[config.mk]
export PLATFORM = sky130hd
export DESIGN_NAME = ictr_regs
export DESIGN_NICKNAME = d
export VERILOG_FILES = /design/src/ictr_pkg.sv /design/src/ictr_regs.sv
export SDC_FILE = /design/constraint.sdc
export NUM_CORES = 1
export LEC_CHECK = 0
export BUFFER_PORTS_ARGS = -buffer_cell sky130_fd_sc_hd__buf_2
export CAP_MARGIN = 20
export CORE_ASPECT_RATIO = 1.4
export CORE_MARGIN = 2
export CORE_UTILIZATION = 48
export CTS_CLUSTER_DIAMETER = 30
export DETAILED_ROUTE_END_ITERATION = 8
export GPL_TIMING_DRIVEN = 1
export PLACE_DENSITY = 0.75
export SLEW_MARGIN = 25
export SYNTH_ARGS = -nofsm -noshare
export SYNTH_HDL_FRONTEND = slang
export SYNTH_SLANG_ARGS = --single-unit
[constraint.sdc]
create_clock -name clk -period 1.9 [get_ports clk]
set_clock_uncertainty 0.15 [all_clocks]
set_input_delay 0.19 -clock clk [delete_from_list [all_inputs] [get_ports clk]]
set_output_delay 0.19 -clock clk [all_outputs]
set_load 0.05 [all_outputs]
[src/ictr_pkg.sv]
// Package for the input channel tuning register bank: offsets, fields, reset values, state
package ictr_pkg;

  localparam logic [7:0] ICTR_ADDR_BACK_TUNE = 8'h46;
  localparam logic [7:0] ICTR_ADDR_FWD_IMP = 8'h47;
  localparam logic [7:0] ICTR_ADDR_CHAN_SEL = 8'h4c;
  localparam logic [7:0] ICTR_ADDR_EQ_CTRL = 8'h4d;
  localparam logic [7:0] ICTR_ADDR_EQ_REPORT = 8'h4e;

  localparam logic [7:0] ICTR_RST_BACK_TUNE = 8'h00;
  localparam logic [7:0] ICTR_RST_FWD_IMP = 8'h00;
  localparam logic [7:0] ICTR_RST_CHAN_SEL = 8'h00;
  localparam logic [7:0] ICTR_RST_EQ_CTRL = 8'h20;
  localparam logic [7:0] ICTR_RST_EQ_REPORT = 8'h00;

  // Field positions
  localparam int ICTR_TERM_LSB = 2;
  localparam int ICTR_TERM_MSB = 3;
  localparam int ICTR_OVR_BIT = 7;
  localparam int ICTR_CHAN_BIT = 6;
  localparam int ICTR_BYPASS_BIT = 6;
  localparam int ICTR_LEVEL_LSB = 4;
  localparam int ICTR_LEVEL_MSB = 7;

  // Termination codes
  localparam logic [1:0] ICTR_TERM_50R0 = 2'h0;
  localparam logic [1:0] ICTR_TERM_47R4 = 2'h1;
  localparam logic [1:0] ICTR_TERM_45R3 = 2'h2;
  localparam logic [1:0] ICTR_TERM_37R7 = 2'h3;

  // Suggested impedance value for long cables with mismatch
  localparam logic [7:0] ICTR_IMP_LONG_CABLE = 8'h70;

  typedef struct packed {
    logic [7:0] addr;
    logic wr_en;
    logic rd_en;
    logic [7:0] wr_data;
  } ictr_req_s;

  typedef struct packed {
    logic [1:0] term_code;
    logic [7:0] fwd_impedance;
    logic chan_override;
    logic chan_choice;
    logic eq_bypass;
    logic active_channel;
    logic [3:0] eq_level;
    logic [7:0] rd_data;
    logic rd_valid;
  } ictr_state_s;

endpackage

[src/ictr_regs.sv]
// Input channel tuning register bank: termination, impedance, input selection, equalizer bypass
// Operation
// Bits 3:2 of the back channel tuning register choose 50, 47.4, 45.3 or 37.7 ohm, 00 after reset.
// The forward channel impedance register is eight bits wide, resets to 0x00, 0x70 suits long cables.
// With override bit 7 clear the serial input follows the selection pin, with it set bit 6 decides.
// Under override, channel bit 0 picks input 0 and 1 picks input 1, the bit resetting to 0.
// Setting the bypass bit 6 stops adaptation and applies the manual level, clear after reset.
// Bits 7:4 of the report register read back the applied level as a thermometer code.
// Reserved fields hold their reset values regardless of writes, reserved addresses read as zero.
`timescale 1ns/10ps
`default_nettype none
module ictr_regs
  import ictr_pkg::*;
(
  input wire logic clk,
  input wire logic rst,
  input wire logic [7:0] reg_addr,
  input wire logic reg_wr_en,
  input wire logic reg_rd_en,
  input wire logic [7:0] reg_wr_data,
  output logic [7:0] reg_rd_data,
  output logic reg_rd_valid,
  input wire logic sel_pin,
  input wire logic [3:0] adaptive_level,
  input wire logic [3:0] manual_level,
  output logic [1:0] back_control_channel_term,
  output logic [7:0] serial_input_one_impedance,
  output logic active_channel,
  output logic equalizer_bypass_bit
);

  ictr_req_s req;
  ictr_state_s st_reg;
  ictr_state_s st_next;

  assign req = '{addr: reg_addr, wr_en: reg_wr_en, rd_en: reg_rd_en, wr_data: reg_wr_data};

  function automatic logic wr_hit(input ictr_req_s r, input logic [7:0] a);
    return r.wr_en && (r.addr == a);
  endfunction

  // Read value of one address; reserved fields show their reset values
  function automatic logic [7:0] read_word(input ictr_state_s s, input logic [7:0] a);
    logic [7:0] v;
    v = 8'h00;
    case (a)
      ICTR_ADDR_BACK_TUNE: begin
        v = ICTR_RST_BACK_TUNE;
        v[ICTR_TERM_MSB:ICTR_TERM_LSB] = s.term_code;
      end
      ICTR_ADDR_FWD_IMP: v = s.fwd_impedance;
      ICTR_ADDR_CHAN_SEL: begin
        v = ICTR_RST_CHAN_SEL;
        v[ICTR_OVR_BIT] = s.chan_override;
        v[ICTR_CHAN_BIT] = s.chan_choice;
      end
      ICTR_ADDR_EQ_CTRL: begin
        v = ICTR_RST_EQ_CTRL;
        v[ICTR_BYPASS_BIT] = s.eq_bypass;
      end
      ICTR_ADDR_EQ_REPORT: begin
        v = ICTR_RST_EQ_REPORT;
        v[ICTR_LEVEL_MSB:ICTR_LEVEL_LSB] = s.eq_level;
      end
      default: v = 8'h00;
    endcase
    return v;
  endfunction

  always_comb begin
    st_next = st_reg;
    if (wr_hit(req, ICTR_ADDR_BACK_TUNE)) begin
      st_next.term_code = req.wr_data[ICTR_TERM_MSB:ICTR_TERM_LSB];
    end
    if (wr_hit(req, ICTR_ADDR_FWD_IMP)) begin
      st_next.fwd_impedance = req.wr_data;
    end
    if (wr_hit(req, ICTR_ADDR_CHAN_SEL)) begin
      st_next.chan_override = req.wr_data[ICTR_OVR_BIT];
      st_next.chan_choice = req.wr_data[ICTR_CHAN_BIT];
    end
    if (wr_hit(req, ICTR_ADDR_EQ_CTRL)) begin
      st_next.eq_bypass = req.wr_data[ICTR_BYPASS_BIT];
    end
    st_next.active_channel = st_reg.chan_override ? st_reg.chan_choice : sel_pin;
    st_next.eq_level = st_reg.eq_bypass ? manual_level : adaptive_level;
    st_next.rd_valid = req.rd_en;
    st_next.rd_data = req.rd_en ? read_word(st_reg, req.addr) : 8'h00;
  end

  always_ff @(posedge clk) begin
    if (rst) begin
      st_reg <= '0;
      st_reg.term_code <= ICTR_TERM_50R0;
      st_reg.fwd_impedance <= ICTR_RST_FWD_IMP;
    end else begin
      st_reg <= st_next;
    end
  end

  assign reg_rd_data = st_reg.rd_data;
  assign reg_rd_valid = st_reg.rd_valid;
  assign back_control_channel_term = st_reg.term_code;
  assign serial_input_one_impedance = st_reg.fwd_impedance;
  assign active_channel = st_reg.active_channel;
  assign equalizer_bypass_bit = st_reg.eq_bypass;
endmodule
`default_nettype wire

==> out/results.tsv, run 1 <==
metric	value	unit
final_max_slew_viol_count	0	
reg2regPathDepth	3	
cts_setup_buffers	0	
synth.avg_cell_area	9.69	um^2
tns	0	ns
r2r_setup_slack	0.27	ns
path_buf_inv	1	
synthXorXnorAreaFrac	0	
ys_seq_elements	27	
synth_common_cells	27 x dfxtp_1, 18 x buf_4, 18 x mux2i_1, 18 x nand2b_1, 7 x nor2_1	
maxCapViolations	0	
ys_dominant_reg_cell	dfxtp_1	
synth_area_leaders	dfxtp_1 40%, mux2i_1 13%, buf_4 10%	
worstReg2RegStart	equalizer_bypass_bit	
netlist_area	1360	um^2
crit_chain	mux2i_1, dlygate4sd3_1, nor2_1	
cpPeakStageDelay	0.56	ns
max_freq	614	MHz
route.detailed.drc	0	
die_y	66.9	um
synth-simple-area-share	0.268	
relSlewSlack	0.734	
synth_mux_area_frac	0.149	
n_antenna_cell	0	
antenna_found_initial	0	
grt_pass1_vias	1095	
synth_most_common_cell	dfxtp_1	
wl	2630	um
ctsRootBufferMaster	clkbuf_4	
yosys.area_share.adder	0	
synth_edf_count	0	
start_kind	register	
clock-sinks	27	
endpoint	st_reg[9]	
cts_resized	0	
synth_top_family_by_area	simple AND/OR/NAND/NOR gates	
critical_path_arrival	1.71	ns
nNetsFinal	217	
required	1.98	ns
num_rows	22	
end_kind	register	
yosys_warnings	0	
final_layout_size_suffix_gt1_frac	0.326	
synth_top_area_share	0.399	
hold_path_class	primary input to register	
crit_family	buffers and inverters	
cp_max_fo	7	
critPathKind	register to register	
p_leak	0.000760	uW
grtUsageTotal	0.182	
detailed_place_hpwl	1970	um
power.density	564	nW/um^2
firstDrtPassIters	4	
area_delta_synth_final	24.5	%
clock_path_buffers	2	
drt_iter0_drc	12	
portBuffers	49	
cts_buffers	3	
setup_violations	0	
clkSlewWorstSetupHoldPaths	0.14	ns
die_width	48.9	um
via_per_inst	4.87	
fin_crit	1.63	ns
synth.distinct_cells	31	
htree_levels	1	
yosysSeqAreaShare	0.399	
status	finished, final reports clean	
clk_latency	0.32	ns
dieArea	3270	um^2
r2r_end	st_reg[9]	
ys_async_sr_fraction	0	
hold_viol_final	0	
hold_buffers	16	
synth_compound_area_frac	0.0535	
synth_top_area_cell	dfxtp_1	
slowest_stage	dlygate4sd3_1	
wl_per_cell	11.8	um
initial_utilization	0.508	
ant_nets	0	
peakVddDrop	500	uV
core	2670	um^2
num_io_pins	50	
overflow	0	
vias	1085	
synthCells	140	
tightest_slew	0.399	ns
cp.depth	3	
startpoint	equalizer_bypass_bit	
grt_max_degree	25	
power.total	953	uW
syn_nets	169	
rsz0062_at_grt	false	
gp_congestion	0.812	
fin_crit_sh	0.857	
tritoncts	done	
grt_pass1_wl	4690	um
==> report_power, final <==
| part | leakage [uW] | internal (uW) | switching [uW] | total [uW] |
|---|---|---|---|---|
| clock | 0.0000139 | 80.5 | 167 | 247 |
| sequential | 0.000219 | 573 | 2.09 | 575 |
| combinational | 0.000527 | 68.3 | 61.5 | 130 |
| total | 0.000760 | 722 | 230 | 953 |
==> placed cells by master (no fill, tap or decap), types with 3 or more instances in the layout <==
master | synthesis | routed
nand2b_1 | 18 | 18
nor2_1 | 7 | 7
dlygate4sd3_1 | 0 | 16
nor3_1 | 3 | 3
buf_4 | 18 | 3
nand2_1 | 3 | 3
nand3_1 | 3 | 3
nand4_1 | 4 | 4
a21oi_1 | 3 | 3
mux2i_1 | 18 | 18
clkbuf_4 | 0 | 3
nor2b_1 | 3 | 3
and3b_1 | 3 | 3
dfxtp_1 | 27 | 27
buf_2 | 1 | 49
==> tightest hold or removal path, stage by stage <==
cell and delay, ns:
buf_2 0.10, nand2b_1 0.11, mux2i_1 0.08
==> worst min path at each step <==
stage / startpoint / end / slack (ns) / depth (start not counted)
detailed placement: adaptive_level[3] / st_reg[12] / 0.28 / 3
floorplan: sel_pin / active_channel / 0.18 / 2
finish: reg_wr_data[6] / equalizer_bypass_bit / 0.03 / 3
CTS: reg_wr_data[6] / equalizer_bypass_bit / 0.03 / 3
global route: reg_wr_data[6] / equalizer_bypass_bit / 0.03 / 3
global placement: adaptive_level[2] / st_reg[11] / 0.28 / 3
==> per-layer routing <==
| layer | GRT usage | share of wire | up-vias |
|---|---|---|---|
| met4 | 0.0964 | 0.029 | 0 |
| met2 | 0.310 | 0.46 | 42 |
| met1 | 0.222 | 0.45 | 472 |
| met5 | 0 | 0 | - |
| met3 | 0.0269 | 0.063 | 11 |
| li1 | - | - | 560 |
==> kinds of logic (layout without fill, tap and decap cells) <==
logic type | count (synthesis) | in the layout
muxes | 20 | 20
DFF | 27 | 27
buffers and inverters | 27 | 74
AOI/OAI and AO/OA | 11 | 11
and+or+nand+nor | 55 | 55
==> through the flow <==
stage	area, um^2	util	hold slack (ns)	setup slack [ns]	cells
final	1690	0.633	0.0253	0.272	223
after global routing	1690	0.633	0.0291	0.155	223
after CTS	1690	0.633	0.0266	0.284	223
after detailed placement	1500	0.561	0.283	0.203	203
after global placement	1500	0.561	0.276	0.258	203
after floorplan	1360	-	0.184	0.288	140
==> area by class of cell <==
type                            instances  area (um^2)
Clock buffer                            3         22.5
Timing Repair Buffer                   68          428
Fill cell                             236          981
Tap cell                               36         45.0
Multi-Input combinational cell         86          638
Clock inverter                          1         7.51
Inverter                                2         7.51
Sequential cell                        27          541
(Power assumes the default switching activity.)
==> inputs of run 2 (changes only) <==
Settings changed: ABC_AREA set to 1, CORE_UTILIZATION 48 to 47, PLACE_DENSITY 0.75 to 0.74.
==> out/results.tsv, run 2 <==
metric	value	unit
synthCells	169	
gp_congestion	0.761	
synth.avg_cell_area	7.61	um^2
max_freq	569	MHz
drt_iter0_drc	45	
ys_async_sr_fraction	0	
htree_levels	1	
swShare	0.236	
wl_per_cell	10.4	um
yosys_warnings	0	
synth_common_cells	27 x dfxtp_1, 26 x inv_1, 21 x nor2_1, 18 x buf_4, 18 x o21ai_0	
required	2.03	ns
critPathKind	primary input to register	
final_area	1600	um^2
num_io_pins	50	
route.detailed.drc	0	
netlist_area	1290	um^2
syn_nets	198	
final_common_cell	buf_2	
synth_most_common_cell	dfxtp_1	
grt_most_used_layer	met2	
clock-sinks	27	
worstReg2RegStart	equalizer_bypass_bit	
internal-power	710	uW
pwr-share-comb	0.122	
synth_top_area_share	0.420	
tightest_slew	0.286	ns
portBuffers	49	
fin_util	0.611	
start_kind	primary input	
via_per_inst	4.59	
grt_pass1_wl	4370	um
overflow	0	
status	finished, final reports clean	
dp_slack	0.457	ns
die_y	65.9	um
die_width	48.2	um
grtUsageTotal	0.183	
hold_path_class	primary input to register	
firstDrtPassIters	4	
cp_max_fo	12	
grt_pass1_vias	1104	
grtUsageMet1	0.234	
setup_ws	0.144	ns
grtUsageMet3	0.0164	
maxCapViolations	0	
clkPwrFrac	0.259	
tritoncts	done	
clock_path_buffers	2	
nNetsFinal	247	
critical_path_arrival	1.88	ns
mostFrequentLayoutCells	49 x buf_2, 27 x dfxtp_1, 25 x inv_1	
relSlewSlack	0.808	
p_leak	0.000784	uW
fin_crit	1.76	ns
initial_utilization	0.492	
power.density	581	nW/um^2
dieArea	3180	um^2
end_kind	register	
n_antenna_cell	0	
r2r_setup_slack	0.39	ns
cts_setup_buffers	0	
netSwitchingPower	219	uW
peakVddDrop	355	uV
wl	2620	um
synth.distinct_cells	20	
final_max_slew_viol_count	0	
clk_latency	0.32	ns
ant_nets	0	
placed_area	1420	um^2
clkSlewWorstSetupHoldPaths	0.13	ns
startpoint	rst	
antenna_found_initial	0	
area_delta_synth_final	24.3	%
worstHoldStart	reg_wr_data[0]	
ys_seq_elements	27	
synth_top_area_cell	dfxtp_1	
num_rows	22	
rsz0062_at_grt	false	
holdWs	0.00696	ns
ys_dominant_reg_cell	dfxtp_1	
detailed_place_hpwl	1880	um
synth_edf_count	0	
tns	0	ns
fin_crit_sh	0.924	
hold_viol_final	0	
grt_use_met2	0.301	
pwr-share-seq	0.619	
vias	1162	
yosysSeqAreaShare	0.420	
ctsRootBufferMaster	clkbuf_4	
synth_area_leaders	dfxtp_1 42%, buf_4 11%, inv_1 7.6%	
core	2620	um^2
cts_buffers	3	
setup_violations	0	
grt_max_degree	18	
final_layout_size_suffix_gt1_frac	0.304	
[run 2: stage by stage]
stage,cells,total power (uW)
after CTS,253,936
after floorplan,169,636
after global placement,234,678
final,253,929
after detailed placement,234,679
after global routing,253,965
[run 2: path summary, 6_finish.rpt]
check | end | cells past startpoint
worst max-delay path | st_reg[12] | 7
worst min-delay path | serial_input_one_impedance[0] | 3
worst max register to register | st_reg[9] | 4
worst min register to register | reg_rd_data[1] | 2
[run 2: repair_timing]
| action | in CTS | in global routing |
|---|---|---|
| gates resized for setup | 0 | 1 |
| setup endpoints to repair | 0 | 4 |
| hold endpoints to repair | 10 | 0 |
| hold buffers | 15 | 0 |
[run 2: cell type report]
cell class                 instances  area [um^2]
clock buffer                       4         26.3
fill                             239         1020
inverter                          26         97.6
multi-input combinational         95          487
sequential                        27          541
tap                               36         45.0
timing repair buffer              65          403
[run 2: power groups by stage]
stage	clock [uW]	sequential, uW	combinational, uW
detailed placement	0	588	90.4
CTS	248	576	113
global placement	0	588	90.0
floorplan	0	596	39.9
finish	240	576	113
global route	262	577	126
[run 2: worst max-delay path: stages]
cell	delay, ns
dlygate4sd3_1	0.54
buf_2	0.14
inv_2	0.10
buf_4	0.18
o21ai_0	0.09
nor2_1	0.09
dlygate4sd3_1	0.55
[run 2: metal layers]
metal | wire (um) | part of all wire | vias up
li1 | - | - | 610
met1 | 1120 | 0.43 | 509
met2 | 1330 | 0.51 | 36
met3 | 119 | 0.045 | 7
met4 | 55 | 0.021 | 0
met5 | 0 | 0 | -
[run 2: cell families (layout without fill, tap and decap cells)]
kind of cell	after synthesis	count (layout)	synth area share
simple gates	61	61	0.234
compound gates	34	34	0.144
flops	27	27	0.420
buf+inv	47	95	0.201
==> inputs of run 3 (changes only) <==
Settings changed: CORE_UTILIZATION 47 to 43, PLACE_DENSITY 0.74 to 0.72.
Clock period 1.9 ns to 1.43 ns, I/O delays scaled along.
==> out/results.tsv, run 3 (synthesis results as in run 2) <==
metric	value	unit
gp_congestion	0.839	
power.density	832	nW/um^2
area_delta_synth_final	25.2	%
grt_pass1_vias	1023	
clk_latency	0.27	ns
antenna_found_initial	0	
hold_viol_final	2	
path_buf_inv	1	
max_freq	792	MHz
final_common_cell	buf_2	
die_width	50.2	um
multi_input_area	489	um^2
setup_violations	0	
peakVddDrop	486	uV
cpPeakStageDelay	0.41	ns
cp_max_fo	6	
required	1.14	ns
grtUsageMet3	0.0216	
fin_util	0.565	
fin_crit	1.26	ns
clock_path_buffers	2	
grt_use_met2	0.298	
fin_crit_sh	0.883	
n_antenna_cell	0	
grt_most_used_layer	met2	
overflow	0	
grt_pass1_wl	4240	um
core	2850	um^2
die_y	68.7	um
firstDrtPassIters	4	
status	complete, but fails checks	
slowest_stage	dfxtp_1	
tightest_slew	0.263	ns
end_kind	output pin	
relSlewSlack	0.824	
portBuffers	49	
critical_path_arrival	0.97	ns
vias	1155	
htree_levels	1	
num_io_pins	50	
p_leak	0.000783	uW
mostFrequentLayoutCells	49 x buf_2, 27 x dfxtp_1, 25 x inv_1	
grtUsageMet1	0.187	
regArea	541	um^2
start_kind	register	
num-fill-cells	272	
ant_nets	0	
holdWs	-0.00136	ns
grt_max_degree	17	
maxCapViolations	0	
via_per_inst	4.57	
final_max_slew_viol_count	0	
route.detailed.drc	0	
nNetsFinal	246	
rsz0062_at_grt	false	
final_layout_size_suffix_gt1_frac	0.319	
grtUsageTotal	0.165	
clkSlewWorstSetupHoldPaths	0.09	ns
hold_path_class	primary input to register	
drt_iter0_drc	29	
cts_buffers	3	
wl	2600	um
clock-sinks	27	
crit_family	flip-flops	
ctsRootBufferMaster	clkbuf_8	
wl_per_cell	10.3	um
critPathKind	register to output pin	
initial_utilization	0.451	
tns	0	ns
crit_chain	buf_2	
violations	hold timing	
num_rows	23	
dieArea	3450	um^2
tritoncts	done	
detailed_place_hpwl	1970	um
## run 3: path summary, 6_finish.rpt
check / from / to / slack [ns] / cells after the start
min: sel_pin / active_channel / -0.001 / 3
min reg2reg: serial_input_one_impedance[1] / reg_rd_data[1] / 0.31 / 2
max reg2reg: equalizer_bypass_bit / reg_rd_data[6] / 0.36 / 4
max: equalizer_bypass_bit / equalizer_bypass_bit / 0.17 / 1
## run 3: power by group
group / switching [uW] / internal [uW] / leakage, uW / total (uW)
Clock: 230 / 195 / 0.0000255 / 426
Sequential: 2.44 / 761 / 0.000219 / 764
Combinational: 78.7 / 71.2 / 0.000539 / 150
Total: 312 / 1030 / 0.000783 / 1340
## run 3: what timing repair did
action,4_1_cts,5_1_grt
resized for setup,0,2
hold buffers,13,0
setup buffers,0,0
endpoints found under the setup margin,0,7
endpoints found under the hold margin,8,0
## run 3: per-layer routing
metal,share of wire,vias to the layer above
met2,0.53,24
met5,0,-
li1,-,610
met3,0.037,4
met4,0.016,0
met1,0.42,517
## run 3: stage by stage
step	area (um^2)	power, uW	hold WS [ns]	instances	worst slack [ns]
3_5_place_dp	1430	902	0.187	236	0.0737
2_1_floorplan	1290	845	0.0621	169	0.0714
5_1_grt	1610	1400	0.00504	253	0.0542
4_1_cts	1610	1340	0.00106	253	0.0297
3_3_place_gp	1430	902	0.186	236	0.0900
6_report	1610	1340	-0.00136	253	0.167
## run 3: final cells by class
class | instances | share of cell area
well taps | 37 | 0.0287
repair buffers | 64 | 0.242
inverters | 26 | 0.0606
flip-flops and latches | 27 | 0.336
clock inverters | 1 | 0.00311
clock buffers | 3 | 0.0256
multi-input cells | 95 | 0.304
